[src/verilog/lpeps_pkg.sv]
`default_nettype none
package lpeps_pkg;

  // Clock and the millisecond time base.
  localparam int unsigned CLK_PERIOD_NS = 50;
  localparam int unsigned MS_NS         = 1000000;
  localparam int unsigned CYC_PER_MS    = MS_NS / CLK_PERIOD_NS;

  // Times in milliseconds.
  localparam logic [31:0] RAMP1_MS    = 32'h0000_2710;  // 10 s.
  localparam logic [31:0] RAMP2_MS    = 32'h0000_4e20;  // 20 s.
  localparam logic [31:0] RAMP3_MS    = 32'h0000_9c40;  // 40 s.
  localparam logic [31:0] CAL_MAX_MS  = 32'h0001_4000;  // 81.92 s.
  localparam logic [31:0] CAL_GAP_MS  = 32'h0000_03e8;  // Spacing of extra calibrations.
  localparam logic [31:0] PO_MS       = 32'h0000_000a;  // One paging occasion.
  localparam logic [31:0] CAL_MS      = 32'h0000_0002;  // One calibration wake.
  localparam logic [31:0] DRX_MS      = 32'h0000_0500;  // Plain cycle while extended mode is off.
  localparam logic [1:0]  EXTRA_CALS  = 2'h3;
  localparam logic [1:0]  RAMP_DONE   = 2'h3;

  typedef enum logic [2:0] {
    ST_CONN = 3'h1,
    ST_IDLE = 3'h2,
    ST_DORM = 3'h4
  } lpeps_state_t;

  typedef struct packed {
    logic        en;
    logic [3:0]  ptwPo;
    logic [31:0] cycleMs;
  } lpeps_edrx_t;

  typedef struct packed {
    logic        valid;
    logic        allowed;
    logic [3:0]  ptwPo;
    logic [31:0] cycleMs;
  } lpeps_ans_t;

endpackage : lpeps_pkg
`default_nettype wire

[src/verilog/lpeps_top.sv]
`timescale 1ns/100ps
`default_nettype none
module lpeps_top #(
  parameter int unsigned CYC_PER_MS_P = lpeps_pkg::CYC_PER_MS
) (
  input  wire logic                   clk,
  input  wire logic                   rst,
  input  wire logic                   psmEn,
  input  wire logic [31:0]            activeMs,
  input  wire logic [31:0]            periodMs,
  input  wire lpeps_pkg::lpeps_edrx_t edrxWant,
  input  wire lpeps_pkg::lpeps_ans_t  netAnswer,
  input  wire logic                   netRelease,
  input  wire logic                   pageHit,
  input  wire logic                   hostWake,
  output var  lpeps_pkg::lpeps_state_t state,
  output var  lpeps_pkg::lpeps_edrx_t edrxOffer,
  output logic                        edrxOn,
  output logic                        reachable,
  output logic                        poActive,
  output logic                        calWake,
  output logic                        radioOn,
  output logic                        contactReq,
  output logic                        tauReq
);
  import lpeps_pkg::*;

  lpeps_state_t state_q;
  logic [31:0]  tickCnt_q;
  logic         msTick;
  logic [31:0]  activeCnt_q, periodCnt_q, cycCnt_q, sinceCal_q, calWin_q;
  logic [3:0]   ptwPo_q;
  logic [31:0]  cycleMs_q;
  logic         edrxOn_q, contact_q, tau_q;
  logic [1:0]   ramp_q, extraCal_q;
  logic [31:0]  effCycle, ptwMs;
  logic         actExpire, perExpire, cycEnd, calFire, wakeNet;

  // Millisecond tick; the divider is a parameter so simulation can shorten it.
  always_ff @(posedge clk) begin
    if (rst || tickCnt_q == CYC_PER_MS_P - 1) begin
      tickCnt_q <= 32'h0;
    end else begin
      tickCnt_q <= tickCnt_q + 32'h1;
    end
  end
  assign msTick = (tickCnt_q == CYC_PER_MS_P - 1);

  // Cycle in use: ramp steps after an update, never longer than the negotiated one.
  always_comb begin
    effCycle = edrxOn_q ? cycleMs_q : DRX_MS;
    if (edrxOn_q && ramp_q == 2'h0 && effCycle > RAMP1_MS) begin
      effCycle = RAMP1_MS;
    end else if (edrxOn_q && ramp_q == 2'h1 && effCycle > RAMP2_MS) begin
      effCycle = RAMP2_MS;
    end else if (edrxOn_q && ramp_q == 2'h2 && effCycle > RAMP3_MS) begin
      effCycle = RAMP3_MS;
    end
    ptwMs = edrxOn_q ? 32'(ptwPo_q) * PO_MS : PO_MS;
  end

  assign actExpire = msTick && (activeCnt_q + 32'h1 >= activeMs);
  assign perExpire = msTick && (periodCnt_q + 32'h1 >= periodMs);
  assign cycEnd    = msTick && (cycCnt_q + 32'h1 >= effCycle);
  // A page only counts inside an occasion; the host may ask for access any time.
  assign wakeNet   = hostWake || (poActive && pageHit);

  // Power state sequence.
  always_ff @(posedge clk) begin
    if (rst) begin
      state_q <= ST_CONN;
    end else begin
      case (state_q)
        ST_CONN: begin
          if (netRelease) begin
            state_q <= ST_IDLE;
          end
        end
        ST_IDLE: begin
          if (wakeNet) begin
            state_q <= ST_CONN;
          end else if (psmEn && actExpire) begin
            state_q <= ST_DORM;
          end
        end
        ST_DORM: begin
          if (hostWake || perExpire) begin
            state_q <= ST_CONN;
          end
        end
        default: state_q <= ST_CONN;
      endcase
    end
  end

  // Contact and update pulses. A wake while connected is already served, so no second contact.
  always_ff @(posedge clk) begin
    if (rst) begin
      contact_q <= 1'b0;
      tau_q     <= 1'b0;
    end else begin
      contact_q <= (state_q == ST_IDLE && wakeNet) || (state_q == ST_DORM && (hostWake || perExpire));
      tau_q     <= state_q == ST_DORM && perExpire && !hostWake;
    end
  end

  // Active and periodic timers both start when idle is entered.
  always_ff @(posedge clk) begin
    if (rst || state_q == ST_CONN) begin
      activeCnt_q <= 32'h0;
      periodCnt_q <= 32'h0;
    end else if (msTick) begin
      activeCnt_q <= activeCnt_q + 32'h1;
      // periodic timer spans idle and dormant
      periodCnt_q <= periodCnt_q + 32'h1;
    end
  end

  // Negotiation: offer what is wanted, use what the network allows.
  always_ff @(posedge clk) begin
    if (rst) begin
      edrxOffer <= '0;
      edrxOn_q  <= 1'b0;
      ptwPo_q   <= 4'h1;
      cycleMs_q <= DRX_MS;
    end else begin
      edrxOffer <= edrxWant;
      if (netAnswer.valid) begin
        edrxOn_q <= edrxWant.en && netAnswer.allowed;
        if (netAnswer.allowed) begin
          ptwPo_q   <= netAnswer.ptwPo;
          cycleMs_q <= netAnswer.cycleMs;
        end
      end
    end
  end

  // Position within the cycle; the paging window sits at its start.
  // window then low power
  always_ff @(posedge clk) begin
    if (rst || state_q != ST_IDLE || cycEnd) begin
      cycCnt_q <= 32'h0;
    end else if (msTick) begin
      cycCnt_q <= cycCnt_q + 32'h1;
    end
  end

  always_ff @(posedge clk) begin
    if (rst) begin
      ramp_q <= RAMP_DONE;
    end else if (tau_q) begin
      ramp_q <= 2'h0;
    end else if (state_q == ST_IDLE && cycEnd && ramp_q != RAMP_DONE) begin
      ramp_q <= ramp_q + 2'h1;
    end
  end

  // Calibration: extra wakes after release, and while idle never more than 81.92 s without one.
  // The paging window also calibrates, so it restarts the count once the extra wakes are done.
  // While extra wakes are pending the window does not restart the count, else short cycles would starve them.
  // A wake is held off at a cycle end and inside the window, so it never overlaps an occasion.
  assign calFire = state_q == ST_IDLE && msTick && calWin_q == 32'h0 && !poActive && !cycEnd &&
                   ((sinceCal_q + 32'h1 >= CAL_MAX_MS) || (extraCal_q != 2'h0 && sinceCal_q + 32'h1 >= CAL_GAP_MS));
  always_ff @(posedge clk) begin
    if (rst || state_q != ST_IDLE || calFire || ((poActive || cycEnd) && extraCal_q == 2'h0)) begin
      sinceCal_q <= 32'h0;
    end else if (msTick) begin
      sinceCal_q <= sinceCal_q + 32'h1;
    end
  end
  // A cycle end cuts a running wake, so the next window starts with the radio free of it.
  always_ff @(posedge clk) begin
    if (rst || state_q != ST_IDLE || cycEnd) begin
      calWin_q <= 32'h0;
    end else if (calFire) begin
      calWin_q <= CAL_MS;
    end else if (msTick && calWin_q != 32'h0) begin
      calWin_q <= calWin_q - 32'h1;
    end
  end
  always_ff @(posedge clk) begin
    if (rst) begin
      extraCal_q <= 2'h0;
    end else if (state_q == ST_CONN && netRelease) begin
      extraCal_q <= EXTRA_CALS;
    end else if (calFire && extraCal_q != 2'h0) begin
      extraCal_q <= extraCal_q - 2'h1;
    end
  end

  // Outputs. Occasions are monitored only inside the window of the cycle in use.
  assign state      = state_q;
  assign edrxOn     = edrxOn_q;
  assign poActive   = state_q == ST_IDLE && cycCnt_q < ptwMs;
  assign calWake    = calWin_q != 32'h0;
  assign reachable  = state_q != ST_DORM;
  assign radioOn    = state_q == ST_CONN || poActive || calWake;
  assign contactReq = contact_q;
  assign tauReq     = tau_q;

  // Checks.
  dorm_entry_a : assert property (@(posedge clk) disable iff (rst)
    (state_q == ST_DORM && $past(state_q) != ST_DORM) |-> $past(state_q) == ST_IDLE && $past(actExpire))
    else $error("Dormant entered before the active timer ran out.");
  dorm_unreach_a : assert property (@(posedge clk) disable iff (rst)
    state_q == ST_DORM |-> !reachable && !radioOn)
    else $error("Dormant device is reachable.");
  idle_restart_a : assert property (@(posedge clk) disable iff (rst)
    (state_q == ST_IDLE && $past(state_q) != ST_IDLE) |-> $past(state_q) == ST_CONN && activeCnt_q == 32'h0)
    else $error("Idle entered without a fresh active timer.");
  host_wake_a : assert property (@(posedge clk) disable iff (rst)
    (state_q == ST_DORM && hostWake) |=> state_q == ST_CONN && contactReq && !tauReq)
    else $error("Host wake did not contact the network.");
  period_tau_a : assert property (@(posedge clk) disable iff (rst)
    (state_q == ST_DORM && perExpire && !hostWake) |=> tauReq ##1 (ramp_q == 2'h0))
    else $error("Periodic expiry did not send an update.");
  merged_wake_a : assert property (@(posedge clk) disable iff (rst)
    (state_q == ST_CONN && hostWake) |=> !contactReq)
    else $error("Second contact started during a wake.");
  page_conn_a : assert property (@(posedge clk) disable iff (rst)
    (poActive && pageHit) |=> state_q == ST_CONN && contactReq)
    else $error("Page in an occasion did not connect.");
  answer_use_a : assert property (@(posedge clk) disable iff (rst)
    (netAnswer.valid && netAnswer.allowed && edrxWant.en) |=> edrxOn && cycleMs_q == $past(netAnswer.cycleMs))
    else $error("Answered values not adopted.");
  cal_bound_a : assert property (@(posedge clk) disable iff (rst)
    state_q == ST_IDLE |-> sinceCal_q < CAL_MAX_MS)
    else $error("Calibration gap exceeded.");
  po_idle_a : assert property (@(posedge clk) disable iff (rst)
    poActive |-> state_q == ST_IDLE && !calWake)
    else $error("Occasion monitored outside idle window.");

endmodule // lpeps_top
`default_nettype wire

[config.mk]
export PLATFORM = sky130hd
export DESIGN_NAME = lpeps_top
export DESIGN_NICKNAME = d
export VERILOG_FILES = /design/src/verilog/lpeps_pkg.sv /design/src/verilog/lpeps_top.sv
export SDC_FILE = /design/constraint.sdc
export NUM_CORES = 1
export LEC_CHECK = 0
export BUFFER_PORTS_ARGS = -buffer_cell sky130_fd_sc_hd__buf_2
export CORE_UTILIZATION = 34
export CTS_CLUSTER_SIZE = 10
export DETAILED_ROUTE_END_ITERATION = 10
export GPL_ROUTABILITY_DRIVEN = 0
export HOLD_SLACK_MARGIN = 0.02
export PLACE_DENSITY = 0.62
export SLEW_MARGIN = 10
export SYNTH_ARGS = -nofsm -noshare
export SYNTH_HDL_FRONTEND = slang
export SYNTH_SLANG_ARGS = --single-unit
export TNS_END_PERCENT = 5
[constraint.sdc]
create_clock -name clk -period 5.2 [get_ports clk]
set_clock_uncertainty 0.2 [all_clocks]
set_input_delay 1.04 -clock clk [delete_from_list [all_inputs] [get_ports clk]]
set_output_delay 1.04 -clock clk [all_outputs]
set_load 0.03 [all_outputs]
== After elaboration in Yosys (flattened, before gate mapping) ==
Index checks and enable logic that the tools add are counted.
Word-level totals
  bits in latches: 0
  bits of input ports: 145
  word-level logic and storage cells: 120
  memories: 0
  memory bits (read-only): 0
  flip-flop bits (word level): 275
  memory bits (writable): 0
Operators by class
  eq/ne operators: 12
  magnitude comparators: 9
  divide/modulo/power cells: 0
  shifts and indexed selects: 0
  multipliers: 1
  $add $sub $neg: 8
  mux-type cells: 16
  reductions and logical operators: 56
  bitwise operators: 0
Operator list (count)
  $add A32 B1 Y32 const B: 5
  $mux W32: 4
  $ge A32 B32 Y1: 3
  $eq A32 B15 Y1 const B: 1
  $ge A32 B10 Y1 const B: 1
  $ge A32 B17 Y1 const B: 1
  $gt A32 B14 Y1 const B: 1
  $gt A32 B15 Y1 const B: 1
  $gt A32 B16 Y1 const B: 1
  $logic_not A32 Y1: 1
  $lt A32 B8 Y1: 1
  $reduce_bool A32 Y1: 1
  $sub A32 B1 Y32 const B: 1
  $logic_and A1 B1 Y1: 29
  $logic_or A1 B1 Y1: 13
  $mux W2: 6
  $mux W3: 4
  $pmux W3 S3: 1
  $mux W8: 1
  $reduce_bool A2 Y1: 4
  $mul A4 B3 Y7 const B: 1
  $ne A2 B2 Y1 const B: 3
  $ne A3 B3 Y1 const B: 2
  $logic_not A2 Y1: 2
  other kinds (12): 14

== Depth between registers and ports, before layout ==
  depth in word-level cells: 14
  gate-level depth with buffers: 22

== Worst setup path before layout ==
No wires, ideal clock.
  path type: register to register
  from: reg cycleMs_q[0]
  to: reg calWin_q[13]
  buffers on the path: 3
  stages on the path, launching flop included: 20
  slack: 0.615 ns
  arrival: 4.257 ns
  clock period less this slack: 4.585 ns
  cells stage by stage: dfxtp_1 -> o41a_1 -> a2111oi_0 -> nor2_1 -> o31a_1 -> o311a_1 -> nor2_1 -> clkbuf_1 -> nand2_1 -> ha_1 -> nand4_1 -> nor2_1 -> nand3_1 -> nor4_1 -> a21oi_1 -> or2b_1 -> nand2b_1 -> clkbuf_1 -> buf_1 -> nor2_1
Between the ends
  cells in the longest elaborated chain, start to end: 12
  elaborated cells between the ends (all ways): 17
  classes of those cells: order compare (4); mux (4); reduce/logical (9)
RTL lines
  start, declared: line lpeps_top.sv:33  | logic [31:0] cycleMs_q;
  start signal, assigned: line lpeps_top.sv:132  | cycleMs_q <= netAnswer.cycleMs;
  $mux W32 *: line lpeps_top.sv:51  | effCycle = edrxOn_q ? cycleMs_q : DRX_MS;
  $gt A32 B16 Y1: line lpeps_top.sv:56  | end else if (edrxOn_q && ramp_q == 2'h2 && effCycle > RAMP3_MS) begin
  $logic_and A1 B1 Y1: line lpeps_top.sv:56
  $mux W32: line lpeps_top.sv:56
  $mux W32: line lpeps_top.sv:54  | end else if (edrxOn_q && ramp_q == 2'h1 && effCycle > RAMP2_MS) begin
  $mux W32 *: line lpeps_top.sv:52  | if (edrxOn_q && ramp_q == 2'h0 && effCycle > RAMP1_MS) begin
  $ge A32 B32 Y1 *: line lpeps_top.sv:64  | assign cycEnd = msTick && (cycCnt_q + 32'h1 >= effCycle);
  $logic_and A1 B1 Y1 *: line lpeps_top.sv:64
  $logic_not A1 Y1: line lpeps_top.sv:162  | assign calFire = state_q == ST_IDLE && msTick && calWin_q == 32'h0 && !poActive && !cycEnd &&
  $logic_and A1 B1 Y1 (2 in series): line lpeps_top.sv:162
  $reduce_or A2 Y1 (no line) *
  end signal, assigned: line lpeps_top.sv:178  | calWin_q <= calWin_q - 32'h1;
  end, declared: line lpeps_top.sv:31  | logic [31:0] activeCnt_q, periodCnt_q, cycCnt_q, sinceCal_q, calWin_q;
Mark *: on every way between the ends. The rest lies on a longest branch, timed or not.
A chain may end at the register's enable or synchronous reset.

== Worst setup path in the final report ==
  from: reg cycleMs_q[0]
  to: reg sinceCal_q[13]
Between the ends
  cells in the longest elaborated chain, start to end: 13
  elaborated cells between the ends (all ways): 19
  classes of those cells: order compare (4); mux (4); reduce/logical (11)
RTL lines
  $mux W32 *: line lpeps_top.sv:51
  $gt A32 B16 Y1: line lpeps_top.sv:56
  $logic_and A1 B1 Y1: line lpeps_top.sv:56
  $mux W32: line lpeps_top.sv:56
  $mux W32: line lpeps_top.sv:54
  $mux W32 *: line lpeps_top.sv:52
  $ge A32 B32 Y1 *: line lpeps_top.sv:64
  $logic_and A1 B1 Y1 *: line lpeps_top.sv:64
  $logic_not A1 Y1: line lpeps_top.sv:162
  $logic_and A1 B1 Y1 (2 in series): line lpeps_top.sv:162
  $logic_or A1 B1 Y1: line lpeps_top.sv:165  | if (rst || state_q != ST_IDLE || calFire || ((poActive || cycEnd) && extraCal_q == 2'h0)) begin
  $logic_or A1 B1 Y1 *: line lpeps_top.sv:165
  end signal, assigned: line lpeps_top.sv:168  | sinceCal_q <= sinceCal_q + 32'h1;
  end, declared: line lpeps_top.sv:31
Marked as above.

==> impl_results.md <==
* GR Layer Usage met3 at 0.0301
* Hold Crit Start: tickCnt_q[0]$_SDFF_PP0_
* Largest net degree at the start of global routing at 86
* Share of cells above drive strength 1 at 0.139
* Vias in the first global route at ~13000
* CTS tree: yes
* Layout fillers at around 4700
* Post-synthesis simple-gate area fraction at 0.277
* Grt met2 use at 0.266
* Initial DRC count at between 900 and 1000
* Max H-tree Level at 2
* Antenna Cells at 0
* # setup viols final at 0
* Via Count at around 14000
* CP most frequent cell: nor2_1
* Worst VDD drop at 0.000259 V
* RR Startpoint: cycleMs_q[0]$_SDFFE_PP0P_
* Clk root buf: clkbuf_16
* Final period utilization at 0.939
* Worst r2r dst: sinceCal_q[13]$_SDFFE_PP0N_
* Actual slew at the worst max-slew pin at about 1100 ps
* Maximum clock rate at 205 MHz
* WL/cell at about 14 um
* RSZ-0062 raised after global routing: no
* Area delta synth->final at 16.5%
* Overall Power at a little under 5 mW
* DRC errors left at 0
* Die area at approximately 48000 sq um
* Post-DRT Antenna Nets at 0
* Slowest stage cell, crit path: o41a_1
* Syn avg cell area at around 8 sq um
* Core Area at 46600 sq um
* Worst Path Required at about 5500 ps
* Mapped Area at ~16000 sq um
* Min-delay worst type: reg -> reg
* Largest family of logic cells by synthesized area: simple AND/OR/NAND/NOR gates
* FF-to-FF setup slack at approximately 320 ps
* Worst-Skew Late Latency at about 540 ps
* DR pass1 iterations at 5
* Crit. End Element: flop
* Number of synthesized register bits at 275
* Outcome: complete, no violations
* Period minus WS final at around 5000 ps
* Fraction of synthesized area in multiplexers at 0.00327
* Fin. Hold Viols at 0
* Overall routing resource usage at 0.165
* Leak pwr at ~8 nW
* I/O Buffers at approximately 190
* Hold Crit Endpoint: tickCnt_q[0]$_SDFF_PP0_
* Share of the yosys chip area belonging to registers at 0.342
* Compound-gate portion of the synthesized area at 0.103
* TNS Setup at 0 ps
* Async S/R FF share, synth at 0
* Yosys cell types at roughly 70
* Syn. warnings at 0
* Register area at about 5500 sq um
* Drt total wl at 39900 um
* CTS sink cnt at 275
* Max Cap Viol at 0
* Via-to-Cell Ratio at roughly 5
* Hold Crit Depth at 1
* Slew Viols, Final at 0
* Slew Limit Headroom at 0.238
* Hpwl dp at about 29000 um
* Worst Path Max Fanout at 17
* Met1 Use GR at 0.222
* Num CTS Buffers at 36
* Antenna violations before repair at 3
* Rows at between 70 and 80
* Chip height at around 220 um
* Max incr delay on CP at 450 ps
* First-pass GRT wire length at approximately 66000 um
* Syn nets at 2271
* Post-Synthesis Cells at approximately 2000
* Synth Area in XOR/XNOR at 0.136
* Io pins at around 190
* Worst-path clk slew at around 50 ps
* Critical Path, Cell by Cell: o41a_1, a2111oi_0, nor2_1, o31a_1, o311a_1, nor2_2, buf_4, nand2_1, ha_1, nand4_1, nor2_1, nand3_1, nor4_1, a21oi_2, o21ai_2, mux2_4, nor3_1
* Max Buffers Root-to-Sink at 3
* Crit Path Class: reg -> reg
* Reg2Reg Depth at 17
* GRT busiest layer: met2
* Nets at about 2400
* Critical Path Start Type: flop
* PwrDens at around 260 nW/um^2
* Post-synth EDFFs at 0
* Starting Density at 0.345
* Arrival @ worst endpoint at 5130 ps
* Post-Synth Adder-Cell Area at 0.0931
* Multi-input combinational cell area at between 9000 and 10000 sq um
* Synth Flop Type: dfxtp_1
* Die W at about 220 um
* Remaining global-route overflow at 0
* Post-layout util at 0.402
==> power breakdown <==
| part | internal [mW] | switching (mW) |
|---|---|---|
| logic | 0.104 | 0.161 |
| registers | 2.14 | 0.0233 |
| clock network | 1.47 | 0.907 |
==> worst max-delay path, delay by kind of cell (launching register included) <==
kind | cells | cell delay, ps
AOI/OAI and AO/OA | 6 | 1950
and+or+nand+nor | 8 | 1320
muxes | 1 | 440
DFF | 1 | 330
adders and majority gates | 1 | 320
buffers and inverters | 1 | 230
==> layout by cell type, fill, tap and decap left out, types with 5 or more instances in the layout <==
cell	Yosys	final
dfxtp_1	275	275
nor4_1	33	32
clkbuf_1	88	5
xor2_1	128	128
and4_1	15	15
inv_1	82	82
clkbuf_16	0	37
and3_1	30	30
buf_4	0	19
or3_1	41	41
nand3_1	72	72
and2_1	8	8
a31oi_1	8	8
ha_1	118	118
nand2b_1	12	11
a211oi_1	6	6
nand2_1	244	244
buf_2	2	191
a21oi_1	116	115
nor2b_1	46	46
or4_1	12	12
nand4_1	62	62
nor3_1	69	69
or2_2	14	14
xnor2_1	122	122
a21o_1	41	41
o21ai_0	55	54
nor2_1	212	210
==> per-stage QoR <==
stage          instances  hold slack [ps]  area [sq um]  setup WS (ps)
2_1_floorplan       2007              230         16100            615
3_3_place_gp        2721              245         17600           68.1
3_5_place_dp        2721              249         17600           58.2
4_1_cts             2772              261         18700           29.2
5_1_grt             2773              304         18700           43.8
6_report            2773              254         18700            317
==> worst max-delay path by stage <==
stage,start,to,slack (ps),depth (start not counted)
floorplan,cycleMs_q[0]$_SDFFE_PP0P_,calWin_q[13]$_SDFFE_PP0P_,610,19
global placement,cycleMs_q[0]$_SDFFE_PP0P_,sinceCal_q[6]$_SDFFE_PP0N_,70,18
detailed placement,cycleMs_q[0]$_SDFFE_PP0P_,sinceCal_q[5]$_SDFFE_PP0N_,60,18
CTS,cycleMs_q[0]$_SDFFE_PP0P_,sinceCal_q[5]$_SDFFE_PP0N_,30,18
global route,cycleMs_q[0]$_SDFFE_PP0P_,sinceCal_q[0]$_SDFFE_PP0N_,40,17
finish,cycleMs_q[0]$_SDFFE_PP0P_,sinceCal_q[13]$_SDFFE_PP0N_,320,17
==> cells in the mapped netlist, types with 4 or more instances <==
cell,number,area (sq um)
and2_1,8,50.1
nand3_1,72,360
clkbuf_1,88,330
nand4_1,62,388
a211oi_1,6,45.0
ha_1,118,1480
o21ai_0,55,275
buf_1,14,52.6
and4_1,15,131
o31ai_1,4,30.0
inv_1,82,308
or2_2,14,87.6
a21oi_1,116,581
o211ai_1,4,30.0
xnor2_1,122,1070
nand2b_1,12,75.1
a31o_2,4,35.0
a21o_1,41,308
nand2_1,244,916
nor2_1,212,796
dfxtp_1,275,5510
nor4_2,4,50.1
or3_1,41,257
nor4_1,33,206
a31oi_1,8,50.1
nor2b_1,46,288
nor3_1,69,345
and3_1,30,188
or4_1,12,90.1
xor2_1,128,1120
==> cell families after synthesis <==
kind of cell             count (synthesis)
adder cells (fa/ha/maj)                119
flip-flops                             275
XOR/XNOR                               250
buffers and inverters                  188
multiplexers                             5
AND/OR/NAND/NOR                        898
AO/OA/AOI/OAI                          272
==> sequential cells by signal (all words and copies together), names as in the netlist, 2 cells and up <==
signal	cells
extraCal_q	2
periodCnt_q	32
ramp_q	2
ptwPo_q	4
edrxOffer	37
tickCnt_q	32
activeCnt_q	32
cycCnt_q	32
sinceCal_q	32
state	3
cycleMs_q	32
calWin_q	32
==> area by class of cell <==
cell class,count,share of cell area
inverter,82,0.0164
clock buffer,45,0.0526
sequential,275,0.294
clock inverter,6,0.00581
timing repair buffer,213,0.0618
multi-input combinational,1545,0.529
tap,607,0.0405
==> layer usage <==
metal	routed length (um)	vias to the layer above	part of all wire
met4	720	2	0.018
met1	19000	6590	0.48
met5	8	-	0.00020
li1	-	7161	-
met2	18000	274	0.45
met3	2120	53	0.053
==> repair_timing <==
action | in CTS | in global routing
buffers inserted | 0 | 0
resized for setup | 0 | 8
endpoints found under the setup margin | 0 | 35
hold buffers | 0 | 0
Power figures use the tool's default switching activity.
